## src/shared/cdc_pkg.sv

```systemverilog
// Package with register map, field positions, reset values and codes of the converter block.
package cdc_pkg;

  // Device register offsets, one byte each, high byte first.
  localparam logic [4:0]  ADDR_STATUS     = 5'h00;
  localparam logic [4:0]  ADDR_RES1_HI    = 5'h01;
  localparam logic [4:0]  ADDR_RES1_LO    = 5'h02;
  localparam logic [4:0]  ADDR_RES2_HI    = 5'h03;
  localparam logic [4:0]  ADDR_RES2_LO    = 5'h04;
  localparam logic [4:0]  ADDR_ZERO1_HI   = 5'h05;
  localparam logic [4:0]  ADDR_ZERO1_LO   = 5'h06;
  localparam logic [4:0]  ADDR_ZERO2_HI   = 5'h07;
  localparam logic [4:0]  ADDR_ZERO2_LO   = 5'h08;
  localparam logic [4:0]  ADDR_SCALE1_HI  = 5'h09;
  localparam logic [4:0]  ADDR_SCALE1_LO  = 5'h0a;
  localparam logic [4:0]  ADDR_SETUP1     = 5'h0b;
  localparam logic [4:0]  ADDR_SCALE2_HI  = 5'h0c;
  localparam logic [4:0]  ADDR_SCALE2_LO  = 5'h0d;
  localparam logic [4:0]  ADDR_SETUP2     = 5'h0e;

  // Status and setup field positions.
  localparam int          STAT_SLEEP_BIT  = 7;
  localparam int          STAT_LASTCH_BIT = 2;
  localparam int          STAT_PEND2_BIT  = 1;
  localparam int          STAT_PEND1_BIT  = 0;
  localparam int          SETUP_SPAN_HI   = 7;
  localparam int          SETUP_SPAN_LO   = 6;
  localparam int          SETUP_DIFF_BIT  = 5;

  // Reset values and setup write mask.
  localparam logic [15:0] RESULT_RST      = 16'h0000;
  localparam logic [15:0] ZERO_COEFF_RST  = 16'h8000;
  localparam logic [7:0]  SETUP_RST       = 8'h00;
  localparam logic [7:0]  SETUP_WR_MASK   = 8'he0;

  // Result arithmetic constants.
  localparam logic [15:0] DIFF_BASE       = 16'h8000;
  localparam logic [15:0] SE_BASE         = 16'h3000;
  localparam logic [15:0] RESULT_MAX      = 16'hfff0;
  localparam logic [15:0] RESULT_MASK     = 16'hfff0;

  // Host controller software registers and fields.
  localparam logic [1:0]  HOST_CMD        = 2'h0;
  localparam logic [1:0]  HOST_DATA       = 2'h1;
  localparam logic [1:0]  HOST_STAT       = 2'h2;
  localparam int          CMD_READ_BIT    = 8;
  localparam int          CMD_TWO_BIT     = 9;

endpackage

```

## src/shared/cdc_link.sv

```systemverilog
// Interface joining the host controller and the converter register logic.
`timescale 1ns/10ps
`default_nettype none
interface cdc_link;
  logic       xfer_start;
  logic [4:0] ptr;
  logic       wr_en;
  logic [7:0] wr_byte;
  logic       rd_en;
  logic [7:0] rd_byte;
  logic       stop;

  modport device (input xfer_start, input ptr, input wr_en, input wr_byte, input rd_en,
                  input stop, output rd_byte);
  modport host (output xfer_start, output ptr, output wr_en, output wr_byte, output rd_en,
                output stop, input rd_byte);
endinterface
`default_nettype wire

```

## src/design/cdc_device.sv

```systemverilog
// Result, calibration and setup register logic of the two-channel converter.
`timescale 1ns/10ps
`default_nettype none

// Summary of operation
// [RQ1] Status bit 7 shows supply low or sleep.
// [RQ2] Status bits 6 to 3 read zero.
// [RQ3] Status bit 2 names last converted channel.
// [RQ4] Bit 1 low: unread channel 2 result.
// [RQ5] Bit 0 low: unread channel 1 result.
// [RQ6] Twelve-bit result, low four bits zero.
// [RQ7] Results clamp to 0x0000 through 0xfff0.
// [RQ8] Differential: scaled offset-corrected code plus midscale.
// [RQ9] Single-ended: scaled offset-corrected code, no midscale.
// [RQ10] Result dropped while its read is open.
// [RQ11] A result read stays open until stop.
// [RQ12] Host reads both result bytes in one transfer.
// [RQ13] Offset coefficients read/write, reset 0x8000.
// [RQ14] Offset calibration stores zero-scale coefficient.
// [RQ15] Host-written offset is used in results.
// [RQ16] Host recalibrates or rewrites offset on mode change.
// [RQ17] Each channel has own coefficients.
// [RQ18] Gain factor is (65536 + gain) / 65536.
// [RQ19] Setup bit 5 selects differential input.
// [RQ20] Setup bits 7 and 6 select span.
// [RQ21] Host writes zeros to setup bits 4..0.
// [RQ22] Pointer advances each byte until stop.
// [RQ23] Reading a result sets its ready flag.
module cdc_device #(
  parameter logic [15:0] SCALE_CH1_INIT = 16'h0000,
  parameter logic [15:0] SCALE_CH2_INIT = 16'h0000
) (
  input  wire logic        clk_sys,
  input  wire logic        srst,
  input  wire logic        ce,
  cdc_link.device          link,
  input  wire logic        conv_done,
  input  wire logic        conv_chan,
  input  wire logic        conv_offset_cal,
  input  wire logic [15:0] conv_raw,
  input  wire logic        supply_low,
  input  wire logic        power_down_mode,
  output logic      [1:0]  span_sel_ch1,
  output logic             diff_input_select_ch1,
  output logic      [1:0]  span_sel_ch2,
  output logic             diff_input_select_ch2
);

  logic [15:0] result_q [2];
  logic [15:0] zero_q   [2];
  logic [15:0] scale_q  [2];
  logic [7:0]  setup_q  [2];
  logic        pend_n_q [2];
  logic        rd_open_q[2];
  logic        last_channel_flag_q;
  logic        supply_low_or_sleep_flag_q;
  logic [4:0]  ptr_q;
  logic [7:0]  rd_byte_q;
  logic [7:0]  status;
  logic [7:0]  rd_mux;
  logic [1:0]  rd_hit;
  logic [15:0] calc_result;
  logic [15:0] cal_coeff;
  logic        store_result;

  assign link.rd_byte          = rd_byte_q;
  assign span_sel_ch1          = setup_q[0][cdc_pkg::SETUP_SPAN_HI:cdc_pkg::SETUP_SPAN_LO];
  assign span_sel_ch2          = setup_q[1][cdc_pkg::SETUP_SPAN_HI:cdc_pkg::SETUP_SPAN_LO];
  assign diff_input_select_ch1 = setup_q[0][cdc_pkg::SETUP_DIFF_BIT];
  assign diff_input_select_ch2 = setup_q[1][cdc_pkg::SETUP_DIFF_BIT];

  // Address of the current byte: pointer is reloaded at transfer start.
  always_ff @(posedge clk_sys) begin
    if (srst) begin
      ptr_q <= 5'h00;
    end else if (ce) begin
      if (link.xfer_start) begin
        ptr_q <= link.ptr;
      end else if (link.wr_en || link.rd_en) begin
        ptr_q <= ptr_q + 5'h01; // RQ22
      end
    end
  end

  // Result arithmetic for the channel that just converted.
  always_comb begin
    logic               diff;
    logic [15:0]        base;
    logic signed [18:0] corrected;
    logic signed [37:0] prod;
    logic signed [21:0] scaled;
    diff      = setup_q[conv_chan][cdc_pkg::SETUP_DIFF_BIT]; // RQ19
    base      = diff ? cdc_pkg::DIFF_BASE : cdc_pkg::SE_BASE;
    corrected = $signed({3'b000, conv_raw}) - $signed({3'b000, zero_q[conv_chan]})
                + $signed({3'b000, base}); // RQ15
    prod      = corrected * $signed({2'b01, scale_q[conv_chan]}); // RQ18
    scaled    = prod[37:16];
    if (diff) begin
      scaled = scaled + $signed({6'h00, cdc_pkg::DIFF_BASE}); // RQ8
    end
    if (scaled < 0) begin
      calc_result = 16'h0000; // RQ7
    end else if (scaled > $signed({6'h00, cdc_pkg::RESULT_MAX})) begin
      calc_result = cdc_pkg::RESULT_MAX; // RQ7
    end else begin
      calc_result = scaled[15:0] & cdc_pkg::RESULT_MASK; // RQ6 RQ9
    end
    cal_coeff = conv_raw + base; // RQ14
  end

  // A result read of the addressed channel blocks the update in the same cycle too.
  always_comb begin
    rd_hit[0] = link.rd_en && (ptr_q == cdc_pkg::ADDR_RES1_HI || ptr_q == cdc_pkg::ADDR_RES1_LO);
    rd_hit[1] = link.rd_en && (ptr_q == cdc_pkg::ADDR_RES2_HI || ptr_q == cdc_pkg::ADDR_RES2_LO);
  end

  assign store_result = conv_done && !conv_offset_cal && !rd_open_q[conv_chan]
                        && !rd_hit[conv_chan]; // RQ10

  // Read-open tracking: set by a result byte read, cleared by stop.
  always_ff @(posedge clk_sys) begin
    if (srst) begin
      rd_open_q[0] <= 1'b0;
      rd_open_q[1] <= 1'b0;
    end else if (ce) begin
      for (int c = 0; c < 2; c++) begin
        if (rd_hit[c]) begin
          rd_open_q[c] <= 1'b1;
        end else if (link.stop) begin
          rd_open_q[c] <= 1'b0; // RQ11
        end
      end
    end
  end

  // Results and ready flags; a read of the same channel blocks a fresh result, so the read sets the flag.
  always_ff @(posedge clk_sys) begin
    if (srst) begin
      for (int c = 0; c < 2; c++) begin
        result_q[c] <= cdc_pkg::RESULT_RST;
        pend_n_q[c] <= 1'b1;
      end
    end else if (ce) begin
      for (int c = 0; c < 2; c++) begin
        if (store_result && (conv_chan == c[0])) begin
          result_q[c] <= calc_result; // RQ10 RQ17
          pend_n_q[c] <= 1'b0; // RQ4 RQ5
        end else if (rd_hit[c]) begin
          pend_n_q[c] <= 1'b1; // RQ23
        end
      end
    end
  end

  // Status source flags.
  always_ff @(posedge clk_sys) begin
    if (srst) begin
      last_channel_flag_q        <= 1'b0;
      supply_low_or_sleep_flag_q <= 1'b0;
    end else if (ce) begin
      supply_low_or_sleep_flag_q <= supply_low || power_down_mode; // RQ1
      if (conv_done && !conv_offset_cal) begin
        last_channel_flag_q <= conv_chan; // RQ3
      end
    end
  end

  // Offset coefficients: calibration result takes priority over a host byte write.
  always_ff @(posedge clk_sys) begin
    if (srst) begin
      zero_q[0] <= cdc_pkg::ZERO_COEFF_RST; // RQ13
      zero_q[1] <= cdc_pkg::ZERO_COEFF_RST; // RQ13
    end else if (ce) begin
      if (conv_done && conv_offset_cal) begin
        zero_q[conv_chan] <= cal_coeff; // RQ14 RQ17
      end else if (link.wr_en) begin
        case (ptr_q)
          cdc_pkg::ADDR_ZERO1_HI: zero_q[0][15:8] <= link.wr_byte; // RQ15
          cdc_pkg::ADDR_ZERO1_LO: zero_q[0][7:0]  <= link.wr_byte; // RQ15
          cdc_pkg::ADDR_ZERO2_HI: zero_q[1][15:8] <= link.wr_byte; // RQ15
          cdc_pkg::ADDR_ZERO2_LO: zero_q[1][7:0]  <= link.wr_byte; // RQ15
          default: begin
          end
        endcase
      end
    end
  end

  // Gain coefficients and setup registers; reserved setup bits are stored as zero.
  always_ff @(posedge clk_sys) begin
    if (srst) begin
      scale_q[0] <= SCALE_CH1_INIT;
      scale_q[1] <= SCALE_CH2_INIT;
      setup_q[0] <= cdc_pkg::SETUP_RST;
      setup_q[1] <= cdc_pkg::SETUP_RST;
    end else if (ce && link.wr_en) begin
      case (ptr_q)
        cdc_pkg::ADDR_SCALE1_HI: scale_q[0][15:8] <= link.wr_byte; // RQ17
        cdc_pkg::ADDR_SCALE1_LO: scale_q[0][7:0]  <= link.wr_byte; // RQ17
        cdc_pkg::ADDR_SCALE2_HI: scale_q[1][15:8] <= link.wr_byte; // RQ17
        cdc_pkg::ADDR_SCALE2_LO: scale_q[1][7:0]  <= link.wr_byte; // RQ17
        cdc_pkg::ADDR_SETUP1:    setup_q[0] <= link.wr_byte & cdc_pkg::SETUP_WR_MASK; // RQ20
        cdc_pkg::ADDR_SETUP2:    setup_q[1] <= link.wr_byte & cdc_pkg::SETUP_WR_MASK; // RQ20
        default: begin
        end
      endcase
    end
  end

  // Read data path.
  always_comb begin
    status = 8'h00; // RQ2
    status[cdc_pkg::STAT_SLEEP_BIT]  = supply_low_or_sleep_flag_q; // RQ1
    status[cdc_pkg::STAT_LASTCH_BIT] = last_channel_flag_q; // RQ3
    status[cdc_pkg::STAT_PEND2_BIT]  = pend_n_q[1]; // RQ4
    status[cdc_pkg::STAT_PEND1_BIT]  = pend_n_q[0]; // RQ5
    case (ptr_q)
      cdc_pkg::ADDR_STATUS:    rd_mux = status;
      cdc_pkg::ADDR_RES1_HI:   rd_mux = result_q[0][15:8];
      cdc_pkg::ADDR_RES1_LO:   rd_mux = result_q[0][7:0];
      cdc_pkg::ADDR_RES2_HI:   rd_mux = result_q[1][15:8];
      cdc_pkg::ADDR_RES2_LO:   rd_mux = result_q[1][7:0];
      cdc_pkg::ADDR_ZERO1_HI:  rd_mux = zero_q[0][15:8];
      cdc_pkg::ADDR_ZERO1_LO:  rd_mux = zero_q[0][7:0];
      cdc_pkg::ADDR_ZERO2_HI:  rd_mux = zero_q[1][15:8];
      cdc_pkg::ADDR_ZERO2_LO:  rd_mux = zero_q[1][7:0];
      cdc_pkg::ADDR_SCALE1_HI: rd_mux = scale_q[0][15:8];
      cdc_pkg::ADDR_SCALE1_LO: rd_mux = scale_q[0][7:0];
      cdc_pkg::ADDR_SETUP1:    rd_mux = setup_q[0];
      cdc_pkg::ADDR_SCALE2_HI: rd_mux = scale_q[1][15:8];
      cdc_pkg::ADDR_SCALE2_LO: rd_mux = scale_q[1][7:0];
      cdc_pkg::ADDR_SETUP2:    rd_mux = setup_q[1];
      default:                 rd_mux = 8'h00;
    endcase
  end

  always_ff @(posedge clk_sys) begin
    if (srst) begin
      rd_byte_q <= 8'h00;
    end else if (ce && link.rd_en) begin
      rd_byte_q <= rd_mux;
    end
  end

endmodule
`default_nettype wire

```

## src/flat_wrapper.sv

```systemverilog
// flat-port wrapper written by rule: the top's interface ports become plain ports
module cdc_device_flat 
#(
  parameter logic [15:0] SCALE_CH1_INIT = 16'h0000,
  parameter logic [15:0] SCALE_CH2_INIT = 16'h0000
)
  (clk_sys, srst, ce, conv_done, conv_chan, conv_offset_cal, conv_raw, supply_low, power_down_mode, span_sel_ch1, diff_input_select_ch1, span_sel_ch2, diff_input_select_ch2, link_xfer_start, link_ptr, link_wr_en, link_wr_byte, link_rd_en, link_stop, link_rd_byte);
  cdc_link link_i ();
  input  wire logic clk_sys;
  input  wire logic srst;
  input  wire logic ce;
  input  wire logic conv_done;
  input  wire logic conv_chan;
  input  wire logic conv_offset_cal;
  input  wire logic [15:0] conv_raw;
  input  wire logic supply_low;
  input  wire logic power_down_mode;
  output logic      [1:0] span_sel_ch1;
  output logic diff_input_select_ch1;
  output logic      [1:0] span_sel_ch2;
  output logic diff_input_select_ch2;
  input wire logic [$bits(link_i.xfer_start)-1:0] link_xfer_start;
  input wire logic [$bits(link_i.ptr)-1:0] link_ptr;
  input wire logic [$bits(link_i.wr_en)-1:0] link_wr_en;
  input wire logic [$bits(link_i.wr_byte)-1:0] link_wr_byte;
  input wire logic [$bits(link_i.rd_en)-1:0] link_rd_en;
  input wire logic [$bits(link_i.stop)-1:0] link_stop;
  output wire logic [$bits(link_i.rd_byte)-1:0] link_rd_byte;
  assign link_i.xfer_start = link_xfer_start;
  assign link_i.ptr = link_ptr;
  assign link_i.wr_en = link_wr_en;
  assign link_i.wr_byte = link_wr_byte;
  assign link_i.rd_en = link_rd_en;
  assign link_i.stop = link_stop;
  assign link_rd_byte = link_i.rd_byte;
  cdc_device #(.SCALE_CH1_INIT(SCALE_CH1_INIT), .SCALE_CH2_INIT(SCALE_CH2_INIT)) u_core (.clk_sys(clk_sys), .srst(srst), .ce(ce), .link(link_i), .conv_done(conv_done), .conv_chan(conv_chan), .conv_offset_cal(conv_offset_cal), .conv_raw(conv_raw), .supply_low(supply_low), .power_down_mode(power_down_mode), .span_sel_ch1(span_sel_ch1), .diff_input_select_ch1(diff_input_select_ch1), .span_sel_ch2(span_sel_ch2), .diff_input_select_ch2(diff_input_select_ch2));
endmodule
```

## config.mk

```make
export PLATFORM = sky130hd
export DESIGN_NAME = cdc_device_flat
export DESIGN_NICKNAME = d
export VERILOG_FILES = /design/src/shared/cdc_pkg.sv /design/src/shared/cdc_link.sv /design/src/design/cdc_device.sv /design/src/flat_wrapper.sv
export SDC_FILE = /design/constraint.sdc
export NUM_CORES = 1
export LEC_CHECK = 0
export BUFFER_PORTS_ARGS = -buffer_cell sky130_fd_sc_hd__buf_2
export CAP_MARGIN = 25
export CORE_UTILIZATION = 31
export CTS_CLUSTER_DIAMETER = 200
export DETAILED_ROUTE_END_ITERATION = 12
export PLACE_DENSITY_LB_ADDON = 0.1
export SLEW_MARGIN = 10
export SYNTH_ARGS = -nofsm -noshare
export SYNTH_HDL_FRONTEND = slang
export SYNTH_SLANG_ARGS = --single-unit
```

## constraint.sdc

```tcl
create_clock -name clk_sys -period 11.4 [get_ports clk_sys]
set_input_delay 0.57 -clock clk_sys [delete_from_list [all_inputs] [get_ports clk_sys]]
set_output_delay 0.57 -clock clk_sys [all_outputs]
set_load 0.005 [all_outputs]
```

==> Word-level counts from Yosys, hierarchy flattened <==
Memories as Yosys holds them, arrays and structs flattened.
Index checks and enable logic that the tools add are counted.
{ "op_classes": {"add_sub_neg": 5, "n_mux": 119, "multipliers": 1, "bitwise_logic": 21, "n_lt_le_gt_ge": 3, "n_reduce_logical": 22, "eq_ne": 14} }
{ "op_table": {"columns": ["cell", "n"], "rows": [
  ["$pmux W8 S15", 1],
  ["$mux W1", 98],
  ["$mux W16", 6],
  ["$mux W8", 8],
  ["$mul A19 B18 Y37", 1],
  ["$eq A5 B4 Y1 const B", 7],
  ["$add A22 B17 Y22 const B", 1],
  ["$gt A22 B17 Y1 const B", 1],
  ["$lt A22 B1 Y1 const B", 1],
  ["$mux W22", 1],
  ["$eq A5 B3 Y1 const B", 4],
  ["$or A1 B1 Y1", 20],
  ["$add A17 B17 Y18", 1],
  ["$sub A16 B16 Y17", 1],
  ["$add A16 B16 Y16", 1],
  ["$reduce_or A16 Y1", 1],
  ["$eq A5 B2 Y1 const B", 2],
  ["$logic_and A1 B1 Y1", 10],
  ["$mux W5", 2],
  ["$mux W3", 2],
  ["$add A5 B1 Y5 const B", 1],
  ["$eq A5 B1 Y1 const B", 1],
  ["$logic_not A5 Y1", 1],
  ["$logic_or A1 B1 Y1", 4],
  ["other kinds (6)", 9]
]} }
{ "totals": {"elab_cells": 195, "memories": 6, "ramBits": 106, "register_bits": 15} }
{ "mem_list": {"columns": ["name", "depth", "word_bits", "read_ports", "rd_clocked_by_memory_dff", "wr", "line", "source"], "rows": [
  ["u_core.result_q", 2, 16, 2, 0, 2, "cdc_device.sv:49", "logic [15:0] result_q [2];"],
  ["u_core.scale_q", 2, 16, 3, 0, 2, "cdc_device.sv:51", "logic [15:0] scale_q [2];"],
  ["u_core.zero_q", 2, 16, 3, 0, 2, "cdc_device.sv:50", "logic [15:0] zero_q [2];"],
  ["u_core.setup_q", 2, 3, 3, 0, 2, "cdc_device.sv:52", "logic [7:0] setup_q [2];"],
  ["u_core.pend_n_q", 2, 1, 2, 0, 2, "cdc_device.sv:53", "logic pend_n_q [2];"],
  ["u_core.rd_open_q", 2, 1, 1, 0, 2, "cdc_device.sv:54", "logic rd_open_q[2];"]
]} }

==> Longest topological paths before layout <==
Gate-level depths: netlist of the first run.
{ "depth": {"word_depth": 14, "ltp_mapped": 48} }

==> Least setup slack after synthesis of the first run <==
OpenSTA, ideal clock, no wires.
{ "synth_timing": {"path_kind": "input-to-reg", "from": "in conv_chan", "to": "mem u_core.result_q[0][10], data pin", "setup_ns": 0.262, "n_path_buf": 7, "setup_slack_ns": -0.565, "path_stages": 48, "arrival_time_ns": 11.703, "cell_sequence": "buf_1 -> clkbuf_1 -> clkbuf_1 -> mux2i_1 -> ha_1 -> nor2b_1 -> o21ai_0 -> a21boi_0 -> o21ai_0 -> a21boi_0 -> o2111ai_1 -> a31oi_1 -> a21o_1 -> a21oi_1 -> xnor2_1 -> ha_1 -> a21o_1 -> a41oi_1 -> [... 12 more ...] -> fa_1 -> inv_1 -> ha_1 -> clkbuf_1 -> nand2_1 -> nor4_1 -> a221o_1 -> nor3_1 -> a32o_1 -> nor2_1 -> ha_1 -> inv_1 -> or3_1 -> a211oi_1 -> a31oi_1 -> nor2_2 -> buf_6 -> a21oi_1"} }
{ "synth_rtl": {"columns": ["item", "line", "source"], "rows": [
  ["start, declared", "flat_wrapper.sv:13", "input wire logic conv_chan;"],
  ["end, declared", "cdc_device.sv:49", null]
]} }

==> results of run 1 <==
## logic make-up after synthesis
kind of cell / share of synthesized area [%]
AND/OR/NAND/NOR: 14.1
buffers and inverters: 9.88
adder cells (fa/ha/maj): 41.5
AO/OA/AOI/OAI: 11.7
flip-flops: 17.7
XOR/XNOR: 2.43
multiplexers: 2.75
## through the flow
step	worst slack [ns]	cells	TNS, ns	utilization [%]
after floorplan	0.114	1972	0	-
after global placement	-0.00539	2782	-0.0108	33.9
after detailed placement	-0.135	2783	-2.40	33.9
after CTS	0.152	2815	0	35.0
after global routing	0.00306	2818	0	35.1
final	0.566	2818	0	35.1
## critical path: cells and delay by family (launching register included)
| family | cells | cell delay [ns] |
|---|---|---|
| adder cells (fa/ha/maj) | 10 | 4.29 |
| AO/OA/AOI/OAI | 16 | 3.26 |
| buffers and inverters | 8 | 0.94 |
| AND/OR/NAND/NOR | 5 | 0.91 |
| XOR/XNOR | 3 | 0.49 |
| flip-flops | 1 | 0.47 |
| multiplexers | 1 | 0.21 |
## state kept, by name (all words and copies together) (netlist names)
signal,flops
u_core.scale_q,32
u_core.zero_q,32
u_core.last_channel_flag_q,1
u_core.link.rd_byte,8
u_core.result_q,24
u_core.setup_q,6
u_core.supply_low_or_sleep_flag_q,1
u_core.rd_open_q,2
u_core.ptr_q,5
u_core.pend_n_q,2
## layout make-up
class,count,area share [%]
multi-input combinational,1387,65.4
sequential,113,15.8
inverter,409,7.55
tap,765,4.70
timing repair buffer,112,3.49
clock buffer,17,2.09
clock inverter,15,0.892
## path summary, 6_finish.rpt
check | slack, ns | end | depth (start not counted)
min reg2reg | 0.48 | u_core.link.rd_byte[4] | 2
max | 0.57 | u_core.result_q[0][13] | 43
max reg2reg | 0.57 | u_core.result_q[0][13] | 43
min | 0.43 | u_core.ptr_q[0] | 3
## layer usage
layer | wire, um | GRT usage, %
met1 | 28800 | 31.2
met2 | 28200 | 34.1
met3 | 3900 | 3.16
met4 | 1320 | 4.67
met5 | 85 | 1.06
## what timing repair did
item / 4_1_cts / 5_1_grt
setup endpoints to repair: 0 / 24
buffers inserted: 0 / 3
gates resized for setup: 0 / 17
endpoints found under the hold margin: 0 / 0
## layout by cell type, fill, tap and decap left out, types with 9 or more instances in the layout
cell / netlist / routed
mux2_2: 17 / 17
a221oi_1: 14 / 14
a31oi_1: 17 / 17
nor2b_1: 12 / 12
xor2_1: 17 / 16
nand2b_1: 12 / 12
ha_1: 121 / 119
nor2_1: 145 / 145
nor3_1: 15 / 14
nand3_1: 24 / 24
dfxtp_1: 17 / 17
buf_4: 1 / 57
a21o_1: 20 / 20
o21ai_0: 45 / 44
and3_1: 19 / 19
edfxtp_1: 96 / 96
a211oi_1: 10 / 10
buf_2: 5 / 54
inv_1: 405 / 404
fa_1: 302 / 301
nand2_1: 227 / 227
o21a_1: 9 / 9
a22o_1: 31 / 31
and2_1: 54 / 53
clkbuf_16: 0 / 17
a22oi_1: 20 / 20
mux2i_1: 31 / 27
xnor2_1: 30 / 28
a21oi_1: 76 / 75
==> reports/results.ini, run 1 <==
[cts]
tritoncts_clock_tree = done
insertion_delay_of_the_later_clocked_pin_in_the_worst_skew_pair_ns = 0.42
max-clock-path-buffers = 2
clock_tree.root_cell = clkbuf_16
cts.reportedPaths.clkPinSlew_ns = 0.06
cts_max_level = 4
count_of_hold_buffers_inserted_by_post_cts_repair = 0
cts_made_buffers = 17
cts.sink_count = 113

[global_routing]
globalRouteTotalUtil_pct = 21.6
grt_pass1_wl_um = 96100
grt_start_max_net_pins = 33
grt_remaining_overflow = 0
first_global_vias = 15200
number_of_antenna_violations_at_the_first_check_in_global_routing = 3

[detailed_routing]
detailedRoute.firstPassIterationCount = 5
post_drt_via_cell_ratio = 5.07
via_total_after_detailed_routing = 14300
drcViolationCount = 0
detailedRoute.firstIterationViolations = 999
routed_wl_um = 62300
ant_nets = 0
wl_per_cell_um = 22.1

[critical_path]
start_kind = register
critical_register_to_register_path_startpoint = u_core.zero_q[0][1]
setup.worst_path.start = u_core.zero_q[0][1]
slowest_stage = fa_1
cp_data_required_time_ns = 11.55
arrival_ns = 10.99
path_common_cell = fa_1
critical_path_capture_point_type = register
critical-path-max-stage-delay_ns = 0.61
crit_fanout = 11
setup_crit_path_kind = register to register

[sta]
worst_hold_check_slack_ns = 0.431
clock.fmax_mhz = 92.3
final-max-slew-violation-count = 0
final-setup-viol-count = 0
timing.final.hold_violations = 0
timing.final.crit_share_pct = 95.0
slew_headroom_pct = 26.8
tightest_slew_ns = 1.07
setup_repair_after_global_routing_missed_its_margin = no
finalCriticalPeriod_ns = 10.83
final.setup_skew_ns = 0.0118

[die]
io_pins = 55
floorplan.rows = 88
die-area_um2 = 59900
initial_utilization_pct = 31.5
floorplan.core_area_um2 = 57900
fp.dieH_um = 245
die_outline_width_um = 245

[min_path]
timing.hold.worst.start = link_ptr[0]
worst_hold_path_type = input port to register

[synth]
synth_most_common_cell = inv_1
synth.cell_area_um2 = 18300
yosysSeqAreaShare_pct = 17.7
synthArstFlopShare_pct = 0
yosys_top_cell_by_area = fa_1
synthDominantCellAreaShare_pct = 33.1
avgSynthCellArea_um2 = 9.26
synth-main-ff-cell = edfxtp_1
synth.yosys.warnings = 0
synth.net_count = 2436
synthTopCellsByArea = fa_1 (33%), edfxtp_1 (16%), inv_1 (8.3%)
ranking_of_synthesized_cells_by_instance_count = inv_1 (405), fa_1 (302), nand2_1 (227)
synth-seq-cells = 113
synth_enable_flop_cells = 96
synthDistinctLibCells = 82
synthesis.instances = 1972

[place]
dp.final_hpwl_um = 50800
port_buffers = 54
placed_cell_area_um2 = 19700
place.gp.congestion = 0.905

[cells_and_area]
multiInputGateArea_um2 = 13300
drive_gt1_share_pct = 10.1
nNetsFinal = 2504
finalInstanceArea_um2 = 20300
area.sequential_um2 = 3220
antenna-diode-count = 0
area_delta_synth_final_pct = 11.4
number_of_fill_cells_in_the_layout = 6067

[flow_run]
max_cap_violations = 0

[outcome]
result_of_the_run = completed

Power of run 1 is left out: the tool's default activity adds up to more than one toggle a clock period on the data nets, which glitch-free logic cannot reach.
==> run 2, diff against run 1 <==
--- a/config.mk
+++ b/config.mk
@@ -10,7 +10,7 @@
 export CORE_UTILIZATION = 31
 export CTS_CLUSTER_DIAMETER = 200
 export DETAILED_ROUTE_END_ITERATION = 12
-export PLACE_DENSITY_LB_ADDON = 0.1
+export PLACE_DENSITY = 0.5
 export SLEW_MARGIN = 10
 export SYNTH_ARGS = -nofsm -noshare
 export SYNTH_HDL_FRONTEND = slang
==> reports/results.ini, run 2 (synthesis gave the netlist of run 1 again) <==
[outcome]
result_of_the_run = completed  ; unchanged

[global_routing]
grt_start_max_net_pins = 33  ; unchanged
grt_remaining_overflow = 0  ; unchanged
number_of_antenna_violations_at_the_first_check_in_global_routing = 1  ; was 3
globalRouteTotalUtil_pct = 19.7  ; was 21.6%
first_global_vias = 14900  ; was 15,200
grt_pass1_wl_um = 89000  ; was 96,100 um

[cells_and_area]
nNetsFinal = 2507  ; was 2,504
antenna-diode-count = 0  ; unchanged
multiInputGateArea_um2 = 13300  ; about the same
number_of_fill_cells_in_the_layout = 6033  ; was 6,067
final_common_cell = inv_1  ; unchanged
finalInstanceArea_um2 = 20300  ; about the same
area_delta_synth_final_pct = 11.2  ; was 11.4%
drive_gt1_share_pct = 9.87  ; was 10.1%
mostFrequentLayoutCells = inv_1 (404), fa_1 (301), nand2_1 (227)  ; unchanged
area.sequential_um2 = 3220  ; unchanged
biggestRegsByFlops = u_core.scale_q x32, u_core.zero_q x32, u_core.result_q x24  ; unchanged
util_after_layout_pct = 35.1  ; about the same

[detailed_routing]
drcViolationCount = 0  ; unchanged
post_drt_via_cell_ratio = 5.09  ; was 5.07
detailedRoute.firstPassIterationCount = 5  ; unchanged
routed_wl_um = 57800  ; was 62,300 um
via_total_after_detailed_routing = 14400  ; was 14,300
detailedRoute.firstIterationViolations = 1013  ; was 999
wl_per_cell_um = 20.5  ; was 22.1 um
ant_nets = 0  ; unchanged

[die]
io_pins = 55  ; unchanged
die-area_um2 = 59900  ; unchanged
initial_utilization_pct = 31.5  ; unchanged
floorplan.core_area_um2 = 57900  ; unchanged
die_outline_width_um = 245  ; unchanged
floorplan.rows = 88  ; unchanged
fp.dieH_um = 245  ; unchanged

[cts]
tritoncts_clock_tree = done  ; unchanged
insertion_delay_of_the_later_clocked_pin_in_the_worst_skew_pair_ns = 0.43  ; was 0.42 ns
cts.sink_count = 113  ; unchanged
cts_max_level = 4  ; unchanged
cts.reportedPaths.clkPinSlew_ns = 0.06  ; about the same
cts_made_buffers = 17  ; unchanged
count_of_hold_buffers_inserted_by_post_cts_repair = 0  ; unchanged
max-clock-path-buffers = 2  ; unchanged
clock_tree.root_cell = clkbuf_16  ; unchanged

[sta]
finalCriticalPeriod_ns = 10.83  ; about the same
slew_headroom_pct = 31.7  ; was 26.8%
timing.final.crit_share_pct = 95.0  ; about the same
clock.fmax_mhz = 92.3  ; about the same
total_negative_setup_slack_ns = 0  ; unchanged
final-setup-viol-count = 0  ; unchanged
tightest_slew_ns = 1.00  ; was 1.07 ns
final.setup_skew_ns = 0.0123  ; was 0.0118 ns
timing.final.hold_violations = 0  ; unchanged
final-max-slew-violation-count = 0  ; unchanged

[place]
placed_cell_area_um2 = 19700  ; about the same
port_buffers = 54  ; unchanged
place.gp.congestion = 0.918  ; was 0.905
dp.final_hpwl_um = 47000  ; was 50,800 um

[critical_path]
arrival_ns = 10.99  ; about the same
path_common_cell = fa_1  ; unchanged
cp_data_required_time_ns = 11.56  ; was 11.55 ns
timing.critical_path.max_delay_family = adder cells  ; unchanged
crit_fanout = 10  ; was 11
critical-path-max-stage-delay_ns = 0.58  ; was 0.61 ns
setup_slack_reg_to_reg_ns = 0.57  ; about the same
start_kind = register  ; unchanged
setup_crit_path_kind = register to register  ; unchanged
critical_path_capture_point_type = register  ; unchanged
cp_num_buf_inv = 5  ; was 8
slowest_stage = fa_1  ; unchanged

[min_path]
worst_hold_path_type = input port to register  ; unchanged

[flow_run]
max_cap_violations = 0  ; unchanged

run 2: what timing repair did:
item                                    in CTS  in global routing
endpoints found under the setup margin       0                 24
resized for setup                            0                 13
endpoints found under the hold margin        0                  0
buffers inserted                             0                  1
run 2: final timing paths:
path,start,endpoint,depth (start not counted)
hold / removal,link_ptr[0],u_core.ptr_q[0],3
hold reg to reg,u_core.link.rd_byte[5],u_core.link.rd_byte[5],2
setup / recovery,u_core.zero_q[1][0],u_core.result_q[0][13],40
setup reg to reg,u_core.zero_q[1][0],u_core.result_q[0][13],40
run 2: final cells by class:
class	count	share of cell area, %
multi-input combinational	1388	65.5
sequential	113	15.9
inverter	409	7.56
tap	765	4.71
timing repair buffer	114	3.54
clock buffer	18	2.11
clock inverter	14	0.684
run 2: per-stage QoR:
step,instances,worst slack [ns],hold slack [ns]
final,2821,0.569,0.415
after CTS,2818,0.110,0.415
after floorplan,1972,0.114,0.457
after detailed placement,2786,-0.188,0.480
after global routing,2821,-0.0507,0.419
after global placement,2784,0.00813,0.473
run 2: routing by layer:
metal  wire length (um)  part of all wire [%]  GRT usage [%]
met1              24800                    43           26.4
met2              27600                    48           32.8
met3               4180                   7.2           3.54
met4               1260                   2.2           4.72
met5                 15                 0.026              0
run 2: worst register-to-register path: cells and delay by family (launching register included):
kind / cells / cell delay [ns]
and+or+nand+nor: 6 / 1.18
AOI/OAI and AO/OA: 13 / 2.64
DFF: 1 / 0.47
xor gates and xnor gates: 3 / 0.64
adders and majority gates: 12 / 4.91
muxes: 1 / 0.33
buffers and inverters: 5 / 0.40
Power of run 2 is left out for the same reason.
